<file path="src/logic/ebc_pkg.sv">
package ebc_pkg;
   localparam int NUM_SPACES = 7;
   localparam int SPACE_LSB = 26;
   localparam logic [31:0] EXT_LIMIT = 32'h1c000000;
   // register byte addresses
   localparam logic [31:0] REG_BUS_CTRL0 = 32'hfffc0004;
   localparam logic [31:0] REG_WAIT_CTRL0 = 32'hfffc0028;
   localparam logic [31:0] REG_PIN_FUNC = 32'hfffc0100;
   localparam logic [31:0] REG_STATUS = 32'hfffc0104;
   localparam logic [31:0] REG_STEP = 32'h00000004;
   // bus control fields
   localparam int IWW_LSB = 28;
   localparam int IDLE_READ_THEN_WRITE_DIFF_LSB = 25;
   localparam int IDLE_READ_THEN_WRITE_SAME_LSB = 22;
   localparam int IDLE_READ_THEN_READ_DIFF_LSB = 19;
   localparam int IDLE_READ_THEN_READ_SAME_LSB = 16;
   localparam int TYPE_LSB = 12;
   localparam int ENDIAN_BIT = 11;
   localparam int BSZ_LSB = 9;
   localparam logic [31:0] BUS_CTRL_MASK = 32'h7fff7e00;
   localparam logic [31:0] BUS_CTRL_RST = 32'h00000400;
   // wait control fields
   localparam int BST_LSB = 20;
   localparam int BW_LSB = 16;
   localparam int SW_LSB = 11;
   localparam int WR_LSB = 7;
   localparam int WM_BIT = 6;
   localparam int HW_LSB = 0;
   localparam logic [31:0] WAIT_CTRL_MASK = 32'h00331fc3;
   localparam logic [31:0] WAIT_CTRL_RST = 32'h00000500;
   // codes
   localparam logic [2:0] TYPE_NORMAL = 3'h0;
   localparam logic [2:0] TYPE_PAGE = 3'h1;
   localparam logic [1:0] BSZ_16 = 2'h2;
   localparam logic [2:0] PAGE_SPACE_A = 3'h0;
   localparam logic [2:0] PAGE_SPACE_B = 3'h4;
   localparam logic [1:0] FN_ALT = 2'h1;
   // pin function and status layout
   localparam int NUM_HI_ADDR = 5;
   localparam int PIN_FN_WE_LSB = 10;
   localparam logic [31:0] PIN_FUNC_MASK = 32'h00000fff;
   localparam int STAT_BOOT0_BIT = 0;
   localparam int STAT_BUSY_BIT = 1;
   localparam int STAT_STRAP0_BIT = 2;
   localparam int STAT_STRAP1_BIT = 3;
   typedef enum logic [2:0] {
      ST_IDLE = 3'h0,
      ST_GAP = 3'h1,
      ST_SETUP = 3'h3,
      ST_STROBE = 3'h2,
      ST_HOLD = 3'h6
   } ebc_state_t;
   // access wait code to cycles
   function automatic logic [4:0] ebc_wait_cycles(input logic [3:0] code);
      if (code <= 4'h6) return {1'b0, code};
      else if (code == 4'h7) return 5'h08;
      else return {code[3:0], 1'b0} - 5'h06;
   endfunction
   // idle code to cycles
   function automatic logic [4:0] ebc_idle_cycles(input logic [2:0] code);
      if (code <= 3'h2) return {2'h0, code};
      else return {1'b0, code, 1'b0} - 5'h02;
   endfunction
endpackage

</file>
<file path="src/logic/ebc_ctrl.sv">
// The AHB-Lite register port was left to the implementer.
`timescale 1ns/1ps
// Operation
// - seven chip-select spaces, 64 MB each
// - space 0 16-bit; others 8 or 16
// - wait states and idle gaps per space
// - normal code gives random access anywhere
// - page read only in spaces 0, 4
// - idle-after-write code sets post-write gap
// - read-then-write gaps use same encoding
// - read-read code zero gives no gap
// - endian 0 big; size 10 16-bit
// - boot mode 0 forces 16-bit, big-endian
// - strobe lead code delays strobe after select
// - strobe trail code holds select after strobe
// - wait code stretches strobe by cycles
// - ignore bit masks external wait input
// - burst pattern code selects page sequence; code ignores it, pages in linear order
// - page latency code sets later page waits
// - wait code sets first page access waits
// - boot 0 address pins, upper lines ports
// - upper address, write strobe start inputs
// - function code 01 selects memory pin use
// - page mode has zero lead, trail
module ebc_ctrl
   import ebc_pkg::*;
(
   // clock and reset
   input wire logic REF_CLK_IN,
   input wire logic RST_B_IN,
   // ahb-lite slave
   input wire logic HSEL_IN,
   input wire logic [31:0] HADDR_IN,
   input wire logic [1:0] HTRANS_IN,
   input wire logic HWRITE_IN,
   input wire logic [2:0] HSIZE_IN,
   input wire logic [31:0] HWDATA_IN,
   input wire logic HREADY_IN,
   output logic [31:0] HRDATA_OUT,
   output logic HREADYOUT_OUT,
   output logic HRESP_OUT,
   // boot straps
   input wire logic BOOT_STRAP_0_IN,
   input wire logic BOOT_STRAP_1_IN,
   // external memory
   output logic [6:0] CHIP_SELECT_N_OUT,
   output logic RD_N_OUT,
   output logic WRITE_STROBE_0_N_OUT,
   output logic WRITE_STROBE_0_OE_OUT,
   output logic [20:0] MEM_ADDR_OUT,
   output logic [4:0] MEM_ADDR_HI_OUT,
   output logic [4:0] MEM_ADDR_HI_OE_OUT,
   input wire logic [15:0] MEM_DATA_IN,
   output logic [15:0] MEM_DATA_OUT,
   output logic MEM_DATA_OE_OUT,
   input wire logic EXT_WAIT_N_IN
);
   logic [31:0] bus_ctrl [NUM_SPACES];
   logic [31:0] wait_ctrl [NUM_SPACES];
   logic [31:0] pin_func;
   logic boot_mode0, boot_caught, strap0, strap1;
   logic reg_wr_pend, rd_pend, wdata_pend;
   logic [31:0] reg_addr, rd_mux, wdata, rdata, rd_merge, wsrc;
   ebc_state_t state, next_state;
   logic [4:0] cnt, next_cnt, idle_need, lead, trail, wait_first, bw;
   logic [2:0] beat, next_beat, beats, cur_space, last_space, new_space;
   logic [25:0] cur_addr;
   logic cur_write, last_write, have_last, w16, little, page_mode;
   logic ignore_wait, wait_ok, ext_take, reg_take, done, active;
   logic [1:0] lane, off;
   logic [4:0] shift;
   logic [31:0] bc, wc, lbc;

   assign ext_take = HSEL_IN && HTRANS_IN[1] && HREADY_IN
                     && (HADDR_IN < EXT_LIMIT);
   assign reg_take = HSEL_IN && HTRANS_IN[1] && HREADY_IN
                     && (HADDR_IN >= EXT_LIMIT);
   assign new_space = HADDR_IN[SPACE_LSB +: 3];
   // fields of the space being accessed, and bus control of the last one
   always_comb begin
      bc = bus_ctrl[cur_space];
      wc = wait_ctrl[cur_space];
      lbc = bus_ctrl[last_space];
      // space 0 is always 16 bits wide
      w16 = (cur_space == PAGE_SPACE_A)
            || (bc[BSZ_LSB +: 2] == BSZ_16);
      // big endian unless little chosen and allowed
      little = bc[ENDIAN_BIT]
               && !(cur_space == PAGE_SPACE_A && boot_mode0);
      // page read only where the space supports it
      page_mode = (bc[TYPE_LSB +: 3] == TYPE_PAGE)
                  && (cur_space == PAGE_SPACE_A
                      || cur_space == PAGE_SPACE_B);
      // page mode cannot stretch the select
      lead = page_mode ? 5'h00 : {3'h0, wc[SW_LSB +: 2]};
      trail = page_mode ? 5'h00 : {3'h0, wc[HW_LSB +: 2]};
      bw = {3'h0, wc[BW_LSB +: 2]};
      // first access wait, live from the register
      wait_first = ebc_wait_cycles(wc[WR_LSB +: 4]);
      ignore_wait = wc[WM_BIT];
      wait_ok = ignore_wait || EXT_WAIT_N_IN;
      beats = w16 ? 3'h2 : 3'h4;
   end
   // idle gap owed before the new access
   always_comb begin
      idle_need = 5'h00;
      if (have_last && last_write)
         idle_need = ebc_idle_cycles(lbc[IWW_LSB +: 3]);
      else if (have_last && HWRITE_IN && new_space == last_space)
         idle_need = ebc_idle_cycles(lbc[IDLE_READ_THEN_WRITE_SAME_LSB +: 3]);
      else if (have_last && HWRITE_IN)
         idle_need = ebc_idle_cycles(lbc[IDLE_READ_THEN_WRITE_DIFF_LSB +: 3]);
      else if (have_last && new_space == last_space)
         idle_need = ebc_idle_cycles(lbc[IDLE_READ_THEN_READ_SAME_LSB +: 3]);
      else if (have_last)
         idle_need = ebc_idle_cycles(lbc[IDLE_READ_THEN_READ_DIFF_LSB +: 3]);
   end
   // access sequencer
   always_comb begin
      next_state = state;
      next_cnt = cnt;
      next_beat = beat;
      case (state)
         ST_IDLE: begin
            if (ext_take) begin
               next_state = ST_GAP;
               next_cnt = idle_need;
               next_beat = 3'h0;
            end
         end
         ST_GAP: begin
            if (cnt != 5'h00) begin
               next_cnt = cnt - 5'h01;
            end else if (lead == 5'h00) begin
               next_state = ST_STROBE;
               next_cnt = wait_first;
            end else begin
               next_state = ST_SETUP;
               next_cnt = lead - 5'h01;
            end
         end
         ST_SETUP: begin
            if (cnt != 5'h00) begin
               next_cnt = cnt - 5'h01;
            end else begin
               next_state = ST_STROBE;
               next_cnt = wait_first;
            end
         end
         ST_STROBE: begin
            if (cnt != 5'h00) begin
               next_cnt = cnt - 5'h01;
            end else if (wait_ok) begin
               next_beat = beat + 3'h1;
               if (next_beat == beats && trail == 5'h00) begin
                  next_state = ST_IDLE;
               end else if (next_beat == beats) begin
                  next_state = ST_HOLD;
                  next_cnt = trail - 5'h01;
               end else if (page_mode && !cur_write) begin
                  // next page word, select kept low
                  next_cnt = bw;
               end else if (trail == 5'h00) begin
                  next_state = ST_GAP;
                  next_cnt = 5'h00;
               end else begin
                  next_state = ST_HOLD;
                  next_cnt = trail - 5'h01;
               end
            end
         end
         ST_HOLD: begin
            if (cnt != 5'h00) begin
               next_cnt = cnt - 5'h01;
            end else if (beat == beats) begin
               next_state = ST_IDLE;
            end else begin
               next_state = ST_GAP;
               next_cnt = 5'h00;
            end
         end
         default: next_state = ST_IDLE;
      endcase
   end
   assign done = (state != ST_IDLE) && (next_state == ST_IDLE);
   assign active = (next_state == ST_SETUP) || (next_state == ST_STROBE)
                   || (next_state == ST_HOLD);
   // byte lane of a beat and the data path
   always_comb begin
      if (!w16) lane = little ? beat[1:0] : 2'h3 - beat[1:0];
      else lane = little ? beat[1:0] : 2'h1 - beat[1:0];
      shift = w16 ? {lane[0], 4'h0} : {lane, 3'h0};
      off = w16 ? {next_beat[0], 1'b0} : next_beat[1:0];
      wsrc = wdata_pend ? HWDATA_IN : wdata;
      rd_merge = rdata | (({16'h0000, w16 ? MEM_DATA_IN
                           : {8'h00, MEM_DATA_IN[7:0]}}) << shift);
   end
   // sequencer state and current access
   always_ff @(posedge REF_CLK_IN or negedge RST_B_IN) begin
      if (!RST_B_IN) begin
         state <= ST_IDLE;
         cnt <= 5'h00;
         beat <= 3'h0;
         cur_space <= 3'h0;
         cur_addr <= 26'h0;
         cur_write <= 1'b0;
         wdata_pend <= 1'b0;
         wdata <= 32'h0;
      end else begin
         state <= next_state;
         cnt <= next_cnt;
         beat <= next_beat;
         wdata_pend <= ext_take && HWRITE_IN;
         if (wdata_pend) wdata <= HWDATA_IN;
         if (ext_take) begin
            cur_space <= new_space;
            cur_addr <= HADDR_IN[25:0];
            cur_write <= HWRITE_IN;
         end
      end
   end
   // previous access for idle spacing
   always_ff @(posedge REF_CLK_IN or negedge RST_B_IN) begin
      if (!RST_B_IN) begin
         have_last <= 1'b0;
         last_write <= 1'b0;
         last_space <= 3'h0;
      end else if (done) begin
         have_last <= 1'b1;
         last_write <= cur_write;
         last_space <= cur_space;
      end
   end
   // read data assembly
   always_ff @(posedge REF_CLK_IN or negedge RST_B_IN) begin
      if (!RST_B_IN) rdata <= 32'h0;
      else if (ext_take) rdata <= 32'h0;
      else if (state == ST_STROBE && cnt == 5'h00 && wait_ok && !cur_write)
         rdata <= rd_merge;
   end
   // memory pins, all registered
   always_ff @(posedge REF_CLK_IN or negedge RST_B_IN) begin
      if (!RST_B_IN) begin
         CHIP_SELECT_N_OUT <= 7'h7f;
         RD_N_OUT <= 1'b1;
         WRITE_STROBE_0_N_OUT <= 1'b1;
         MEM_ADDR_OUT <= 21'h0;
         MEM_ADDR_HI_OUT <= 5'h00;
         MEM_DATA_OUT <= 16'h0000;
         MEM_DATA_OE_OUT <= 1'b0;
      end else begin
         CHIP_SELECT_N_OUT <= ~(active ? 7'h01 << cur_space : 7'h00);
         RD_N_OUT <= !(next_state == ST_STROBE && !cur_write);
         WRITE_STROBE_0_N_OUT <= !(next_state == ST_STROBE && cur_write);
         // low lines always carry the address
         MEM_ADDR_OUT <= {cur_addr[20:2], off};
         MEM_ADDR_HI_OUT <= cur_addr[25:21];
         MEM_DATA_OUT <= w16 ? 16'(wsrc >> shift)
                         : {8'h00, 8'(wsrc >> shift)};
         MEM_DATA_OE_OUT <= active && cur_write;
      end
   end

   // upper address pins stay ports until selected
   for (genvar i = 0; i < NUM_HI_ADDR; i++) begin : g_hi
      always_ff @(posedge REF_CLK_IN or negedge RST_B_IN) begin
         if (!RST_B_IN) MEM_ADDR_HI_OE_OUT[i] <= 1'b0;
         else MEM_ADDR_HI_OE_OUT[i] <= pin_func[2*i +: 2] == FN_ALT;
      end
   end
   // write strobe pin function
   always_ff @(posedge REF_CLK_IN or negedge RST_B_IN) begin
      if (!RST_B_IN) WRITE_STROBE_0_OE_OUT <= 1'b0;
      else WRITE_STROBE_0_OE_OUT <= pin_func[PIN_FN_WE_LSB +: 2] == FN_ALT;
   end

   // strap capture after reset release
   always_ff @(posedge REF_CLK_IN or negedge RST_B_IN) begin
      if (!RST_B_IN) begin
         boot_caught <= 1'b0;
         boot_mode0 <= 1'b1;
         strap0 <= 1'b0;
         strap1 <= 1'b0;
      end else if (!boot_caught) begin
         boot_caught <= 1'b1;
         boot_mode0 <= !BOOT_STRAP_0_IN && !BOOT_STRAP_1_IN;
         strap0 <= BOOT_STRAP_0_IN;
         strap1 <= BOOT_STRAP_1_IN;
      end
   end
   // register read decode
   always_comb begin
      rd_mux = 32'h0;
      for (int i = 0; i < NUM_SPACES; i++) begin
         if (reg_addr == REG_BUS_CTRL0 + REG_STEP * i) rd_mux = bus_ctrl[i];
         else if (reg_addr == REG_WAIT_CTRL0 + REG_STEP * i)
            rd_mux = wait_ctrl[i];
      end
      if (reg_addr == REG_PIN_FUNC) rd_mux = pin_func;
      else if (reg_addr == REG_STATUS) begin
         rd_mux[STAT_BOOT0_BIT] = boot_mode0;
         rd_mux[STAT_BUSY_BIT] = state != ST_IDLE;
         rd_mux[STAT_STRAP0_BIT] = strap0;
         rd_mux[STAT_STRAP1_BIT] = strap1;
      end
   end

   // ahb answer
   always_ff @(posedge REF_CLK_IN or negedge RST_B_IN) begin
      if (!RST_B_IN) begin
         HREADYOUT_OUT <= 1'b1;
         HRDATA_OUT <= 32'h0;
         HRESP_OUT <= 1'b0;
         reg_wr_pend <= 1'b0;
         rd_pend <= 1'b0;
         reg_addr <= 32'h0;
      end else begin
         HRESP_OUT <= 1'b0;
         reg_wr_pend <= reg_take && HWRITE_IN;
         rd_pend <= reg_take && !HWRITE_IN;
         if (reg_take) reg_addr <= HADDR_IN;
         if (ext_take || (reg_take && !HWRITE_IN)) begin
            HREADYOUT_OUT <= 1'b0;
         end else if (rd_pend) begin
            HREADYOUT_OUT <= 1'b1;
            HRDATA_OUT <= rd_mux;
         end else if (done) begin
            HREADYOUT_OUT <= 1'b1;
            HRDATA_OUT <= (state == ST_STROBE && !cur_write) ? rd_merge
                          : rdata;
         end
      end
   end

   // configuration registers per space
   for (genvar s = 0; s < NUM_SPACES; s++) begin : g_sp
      always_ff @(posedge REF_CLK_IN or negedge RST_B_IN) begin
         if (!RST_B_IN) begin
            bus_ctrl[s] <= BUS_CTRL_RST;
            wait_ctrl[s] <= WAIT_CTRL_RST;
         end else if (reg_wr_pend) begin
            if (reg_addr == REG_BUS_CTRL0 + REG_STEP * s)
               bus_ctrl[s] <= HWDATA_IN & BUS_CTRL_MASK;
            if (reg_addr == REG_WAIT_CTRL0 + REG_STEP * s)
               wait_ctrl[s] <= HWDATA_IN & WAIT_CTRL_MASK;
         end
      end
   end

   // pin function register
   always_ff @(posedge REF_CLK_IN or negedge RST_B_IN) begin
      if (!RST_B_IN) pin_func <= 32'h0;
      else if (reg_wr_pend && reg_addr == REG_PIN_FUNC)
         pin_func <= HWDATA_IN & PIN_FUNC_MASK;
   end

   // assertion helpers: strobe and lead lengths
   logic [5:0] strb_len, lead_len;
   always_ff @(posedge REF_CLK_IN or negedge RST_B_IN) begin
      if (!RST_B_IN) begin
         strb_len <= 6'h0;
         lead_len <= 6'h0;
      end else begin
         strb_len <= !RD_N_OUT ? strb_len + 6'h1 : 6'h0;
         lead_len <= (CHIP_SELECT_N_OUT != 7'h7f && RD_N_OUT)
                     ? lead_len + 6'h1 : 6'h0;
      end
   end
endmodule

</file>
<file path="config.mk">
export PLATFORM = sky130hd
export DESIGN_NAME = ebc_ctrl
export DESIGN_NICKNAME = d
export VERILOG_FILES = /design/src/logic/ebc_pkg.sv /design/src/logic/ebc_ctrl.sv
export SDC_FILE = /design/constraint.sdc
export NUM_CORES = 1
export LEC_CHECK = 0
export BUFFER_PORTS_ARGS = -buffer_cell sky130_fd_sc_hd__clkbuf_2
export CAP_MARGIN = 10
export CORE_AREA = 5 5 376 193
export CTS_BUF_LIST = sky130_fd_sc_hd__clkbuf_4 sky130_fd_sc_hd__clkbuf_8
export CTS_CLUSTER_DIAMETER = 60
export DETAILED_ROUTE_END_ITERATION = 7
export DIE_AREA = 0 0 381 198
export PLACE_DENSITY = 0.58
export SLEW_MARGIN = 20
export SYNTH_ARGS = -nofsm -noshare
export SYNTH_HDL_FRONTEND = slang
export SYNTH_SLANG_ARGS = --single-unit
</file>
<file path="constraint.sdc">
create_clock -name REF_CLK_IN -period 5.5 [get_ports REF_CLK_IN]
set_clock_uncertainty 0.2 [all_clocks]
set_input_delay 0.55 -clock REF_CLK_IN [delete_from_list [all_inputs] [get_ports REF_CLK_IN]]
set_output_delay 0.55 -clock REF_CLK_IN [all_outputs]
set_load 0.01 [all_outputs]
</file>
# Word level (Yosys, flattened, before mapping)
# Cells that the tools add are included.
[word_totals]
n_memories = 0
romBits = 0
latch_bits = 0
reg_bits = 490
out_inout_bits = 92
ramBits = 0
[op_classes]
addsub = 12
bitwise = 5
n_eq_ne = 42
n_shift = 3
mux = 88
reduce_logical = 69
magnitude_cmp = 10
multipliers = 0
n_div = 0
[ops]
columns = ["cell", "count"]
rows = [
  ["2-to-1 mux 32 bit", 18],
  ["== test 32 bit, second input constant", 16],
  ["binary-select mux 32 bit (select 3 bit)", 3],
  ["2-to-1 mux 5 bit", 25],
  ["2-to-1 mux 31 bit", 3],
  ["2-to-1 mux 3 bit", 14],
  ["2-to-1 mux 18 bit", 2],
  ["greater-or-equal comparator 32 x 29 -> 1 bit, second input constant", 1],
  ["less-than comparator 32 x 29 -> 1 bit, second input constant", 1],
  ["2-to-1 mux 16 bit", 2],
  ["bitwise OR 32 bit", 1],
  ["<< shifter 16 x 5 -> 32 bit", 1],
  ["right shift 32 x 5 -> 16 bit", 1],
  ["2-to-1 mux 15 bit", 2],
  ["AND reduction 2 bit", 15],
  ["2-to-1 mux 28 bit", 1],
  ["logical AND 1 bit", 26],
  ["case mux 5 bit (5 select lines)", 1],
  ["subtractor 4 x 2 -> 5 bit, second input constant", 5],
  ["2-to-1 mux 22 bit", 1],
  ["less-or-equal comparator 3 x 2 -> 1 bit, second input constant", 5],
  ["zero test 5 bit", 3],
  ["case mux 3 bit (5 select lines)", 1],
  ["== test 2 x 1 -> 1 bit, second input constant", 6],
  ["33 further kinds", 75],
]

# Logic depth before layout (Yosys ltp)
[depth]
ltp_word = 20
ltp_mapped = 17
depth_no_buf = 12

# Least setup slack after synthesis
# Ideal clock, no wire load.
[synth_timing]
path_kind = "register to register"
from = "register cur_space[0]"
to = "register HRDATA_OUT[23]"
synth_period_minus_slack_ns = 4.163
path_stages_with_launch = 15
slack_ns = 1.337
arrival_ns = 3.839
required_time_ns = 5.175
setup_time_ns = 0.125
cell_sequence = "dfrtp_1 > clkbuf_1 > buf_1 > clkbuf_1 > mux4_2 > nor2_1 > a21oi_1 > nand2_1 > ha_1 > nand2_1 > nor4b_1 > a2111oi_4 > o21ai_2 > buf_6 > mux2_2"
[synth_between]
elab_chain_cells = 19
[synth_rtl]
columns = ["element", "line", "text"]
rows = [
  ["start, declared", "ebc_ctrl.sv:66", "logic [2:0] beat, next_beat, beats, cur_space, last_space, new_space;"],
  ["start signal, assigned", "ebc_ctrl.sv:216", "cur_space <= new_space;"],
  ["inverter 3 -> 4 bit (implied by the code)", "ebc_ctrl.sv:81, ebc_ctrl.sv:82", ""],
  ["binary-select mux 32 bit (select 3 bit)", "ebc_ctrl.sv:81", "bc = bus_ctrl[cur_space];"],
  ["2-to-1 mux 15 bit (implied by the code) (2 in series)", "ebc_ctrl.sv:81", ""],
  ["== test 3 x 1 -> 1 bit", "ebc_ctrl.sv:91", "page_mode = (bc[TYPE_LSB +: 3] == TYPE_PAGE)"],
  ["logical AND 1 bit", "ebc_ctrl.sv:92", "&& (cur_space == PAGE_SPACE_A"],
  ["2-to-1 mux 2 bit", "ebc_ctrl.sv:96", "trail = page_mode ? 5'h00 : {3'h0, wc[HW_LSB +: 2]};"],
  ["zero test 5 bit", "ebc_ctrl.sv:155, ebc_ctrl.sv:163", ""],
  ["2-to-1 mux 3 bit", "ebc_ctrl.sv:163", "end else if (trail == 5'h00) begin"],
  ["[... 2 more ...]", "--", ""],
  ["2-to-1 mux 3 bit", "ebc_ctrl.sv:155", "if (next_beat == beats && trail == 5'h00) begin"],
  ["2-to-1 mux 3 bit", "ebc_ctrl.sv:153", "end else if (wait_ok) begin"],
  ["2-to-1 mux 3 bit", "ebc_ctrl.sv:151", "if (cnt != 5'h00) begin"],
  ["case mux 3 bit (5 select lines)", "ebc_ctrl.sv:123", "case (state)"],
  ["zero test 3 bit", "ebc_ctrl.sv:185", "assign done = (state != ST_IDLE) && (next_state == ST_IDLE);"],
  ["logical AND 1 bit", "ebc_ctrl.sv:185", ""],
  ["nonzero test 2 bit (no line)", "--", ""],
  ["AND reduction 2 bit (no line)", "--", ""],
  ["end signal, assigned", "ebc_ctrl.sv:326", "HRDATA_OUT <= rd_mux;"],
  ["end signal, assigned", "ebc_ctrl.sv:329", "HRDATA_OUT <= (state == ST_STROBE && !cur_write) ? rd_merge"],
  ["end, declared", "ebc_ctrl.sv:39", "output logic [31:0] HRDATA_OUT,"],
]
# Several ways; a longest one is shown, not always the timed one. The select of a mux whose other input is x is not followed.
# A chain may end at the register's enable or synchronous reset.

# Worst setup path after layout
[layout_timing]
from = "register cur_space[1]"
to = "register HRDATA_OUT[5]"
# Same word-level chain as after synthesis.

==> summary.txt <==
Power
  • Leakage: 0.0125 uW
  • Overall power: 11,300 uW
  • PwrDens: 402 nW/um^2
  • Worst IR Drop VDD: 0.000166 V

STA
  • Setup TNS: 0 ps
  • Fmax: 0.214 GHz
  • Final Slew Violations: 0
  • RSZ-0062 raised after global routing: no
  • Clock period minus worst slack: 4680 ps
  • Post-route setup slack: 824 ps
  • Setup violators final: 0
  • Final Cycle Share: 85.0%
  • Least-Margin Pin Slew: 1220 ps
  • Max-slew headroom: 17.8%
  • Final Hold Fails: 0

Status
  • Status: completed

Logic synthesis
  • Top cell type by total area after synthesis: dfrtp_1
  • Syn Area/Cell: 11.7 um^2
  • Register area share after synthesis: 51.4%
  • Synth async-reset ratio: 100%
  • Synth Cell Area: 23,800 um^2
  • Syn nets: 2,148
  • Number of enable flip-flop cells after synthesis: 0
  • Post-synth top area share: 47.9%
  • Register bit total from synthesis: 488
  • Synth area leaders: dfrtp_1, mux2_2, dfstp_2
  • Top FF cell, synth: dfrtp_1
  • Synthesized instance count: 2,037
  • Yosys warnings: 0
  • Synth cell types: 90

Detailed routing
  • Routed Antenna Nets: 0
  • DR vias/cell: 5.72
  • Drt drc: 0
  • Routed len/inst: 25.4 um
  • Vias: 18,600
  • First-pass DRT Iterations: 6
  • Routed wire length: 82.6 mm
  • Drt first-iter violations: 2,047

Clocking
  • Setup Buffers After CTS: 0
  • Max H-tree Level: 3
  • CTS Hold Bufs: 50
  • Reg clk slew, reported paths: 70 ps
  • TritonCTS clock tree: yes
  • Clk buf depth: 3
  • Cts repair resizes: 0
  • Clk_lat worst skew: 720 ps
  • CTS sink cnt: 488
  • Clk root buf: clkbuf_8
  • CTS Buf Count: 78

Placement
  • Cells after DPL: 3,054
  • DPL Wire Length: 58.0 mm
  • Dpl ws: 988 ps
  • Quantity of I/O buffers inserted on ports: 179
  • Placer Congestion: 0.943

Worst setup path
  • Crit path max fanout: 31
  • Critical path endpoint category: flop
  • Required time worst endpoint: 5870 ps
  • CP Class: flop to flop
  • Critical path launch point type: flop
  • Worst Path Arrival: 5050 ps

Floorplanning
  • Die area: 75,400 um^2
  • Die X: 381 um
  • Std-Cell Rows: 68
  • Starting Density: 34.8%
  • Die Y: 198 um
  • Ports: 185
  • Core area: 68,600 um^2

GRT
  • Total track usage: 21.5%
  • First-pass GRT wire length: 122 mm
  • Antenna violations before repair: 14
  • Largest net degree at the start of global routing: 136
  • Grt ovf: 0
  • Vias in the first global route: 18,500

Finish
  • Non-filler cells in the finished layout: 3,249
  • Layout Utilization: 41.1%
  • Fraction of layout cells with a size suffix above 1: 35.2%
  • Area growth from synthesis to layout: 18.2%
  • Final net count: 2,385

Flow run
  • Maxcap violations: 0

Hold path
  • HP Class: input port to flop
==> cells in the final DEF (no fill, tap or decap), types with 13 or more instances in the layout <==
cell / netlist / routed
dfrtp_1: 456 / 454
mux2_2: 361 / 361
clkbuf_2: 0 / 178
nand2_1: 120 / 119
nor2_1: 106 / 105
clkbuf_8: 0 / 96
mux2i_1: 77 / 77
a21oi_1: 78 / 77
o21ai_0: 72 / 70
buf_4: 1 / 56
inv_1: 52 / 52
dlygate4sd3_1: 0 / 50
nor3_1: 42 / 39
nand3_1: 38 / 38
dfstp_2: 32 / 32
a222oi_1: 25 / 25
nor2b_1: 24 / 24
o221ai_1: 24 / 24
clkbuf_4: 0 / 24
a22oi_1: 22 / 22
and3_1: 22 / 22
nand2b_1: 20 / 20
a211oi_1: 20 / 20
o211ai_1: 19 / 19
ha_1: 18 / 18
a31oi_1: 17 / 17
a221oi_1: 17 / 17
a221o_1: 16 / 16
and2_1: 13 / 13
==> cell usage after synthesis, types with 24 or more instances <==
| library cell | count |
|---|---|
| dfrtp_1 | 456 |
| mux2_2 | 361 |
| nand2_1 | 120 |
| nor2_1 | 106 |
| clkbuf_1 | 90 |
| a21oi_1 | 78 |
| mux2i_1 | 77 |
| o21ai_0 | 72 |
| inv_1 | 52 |
| nor3_1 | 42 |
| nand3_1 | 38 |
| dfstp_2 | 32 |
| a222oi_1 | 25 |
| nor2b_1 | 24 |
| o221ai_1 | 24 |
==> final cells by class <==
| cell class | count | area [um^2] |
|---|---|---|
| fill | 6570 | 40400 |
| multi-input combinational | 1365 | 10900 |
| clock inverter | 22 | 236 |
| clock buffer | 120 | 1500 |
| antenna | 3 | 7.51 |
| sequential | 488 | 12300 |
| tap | 910 | 1140 |
| timing repair buffer | 289 | 1910 |
| inverter | 52 | 195 |
==> worst max-delay path, stage by stage (launching register included) <==
cell,delay [ps]
dfrtp_2,710
nor2b_1,190
buf_4,260
a21oi_1,440
a21oi_1,250
inv_1,160
ha_1,300
nand2_1,80
nor4b_1,590
a2111oi_4,110
buf_4,240
o21ai_4,130
buf_4,430
mux2_2,390
==> flip-flops by register name (all words and copies together), names as in the netlist, 3 cells and up <==
register,count
MEM_DATA_OUT,16
cur_addr,24
reg_addr,32
beat,3
cnt,5
MEM_ADDR_HI_OE_OUT,5
MEM_ADDR_OUT,21
wait_ctrl,91
cur_space,3
rdata,32
bus_ctrl,147
last_space,3
wdata,32
HRDATA_OUT,32
MEM_ADDR_HI_OUT,5
pin_func,12
state,3
CHIP_SELECT_N_OUT,7
==> report_power, final <==
| part | switching (uW) | internal, uW | total [uW] |
|---|---|---|---|
| Clock | 1590 | 1910 | 3500 |
| Combinational | 1990 | 1320 | 3310 |
| Sequential | 395 | 4130 | 4530 |
==> layer usage <==
| layer | wire length, um | global-route usage (%) | vias up | share of wire, % |
|---|---|---|---|---|
| met5 | 11 | 0 | - | 0.013 |
| met4 | 2760 | 7.61 | 2 | 3.3 |
| met3 | 7990 | 6.18 | 159 | 9.7 |
| met2 | 35700 | 32.3 | 831 | 43 |
| met1 | 36100 | 29.8 | 9479 | 44 |
| li1 | - | - | 8105 | - |
==> cell families after synthesis <==
logic type               after synthesis  synth area share, %
AO/OA/AOI/OAI                        423                 12.9
XOR/XNOR                               6                0.220
adder cells (fa/ha/maj)               18                0.945
buffers and inverters                184                 3.09
flip-flops                           488                 51.4
multiplexers                         452                 21.5
other                                  2               0.0315
AND/OR/NAND/NOR                      464                 9.88
==> metrics by stage <==
step / area (um^2) / hold WS, ps
5_1_grt: 28200 / 56.5
4_1_cts: 28200 / 8.23
3_5_place_dp: 25900 / 159
6_report: 28200 / 57.4
2_1_floorplan: 23800 / 54.4
3_3_place_gp: 25900 / 155
==> final timing paths <==
path,to,startpoint,depth (start not counted),slack [ps]
worst max-delay path,HRDATA_OUT[5],cur_space[1],13,820
worst min-delay path,wait_ctrl[1],HWDATA_IN[1],2,60
worst max register to register,HRDATA_OUT[5],cur_space[1],13,820
worst min register to register,MEM_ADDR_HI_OUT[4],cur_addr[25],0,160
max in group asynchronous,bus_ctrl[118],RST_B_IN,3,3640
min in group asynchronous,WRITE_STROBE_0_OE_OUT,RST_B_IN,2,230
Power figures use the tool's default switching activity.
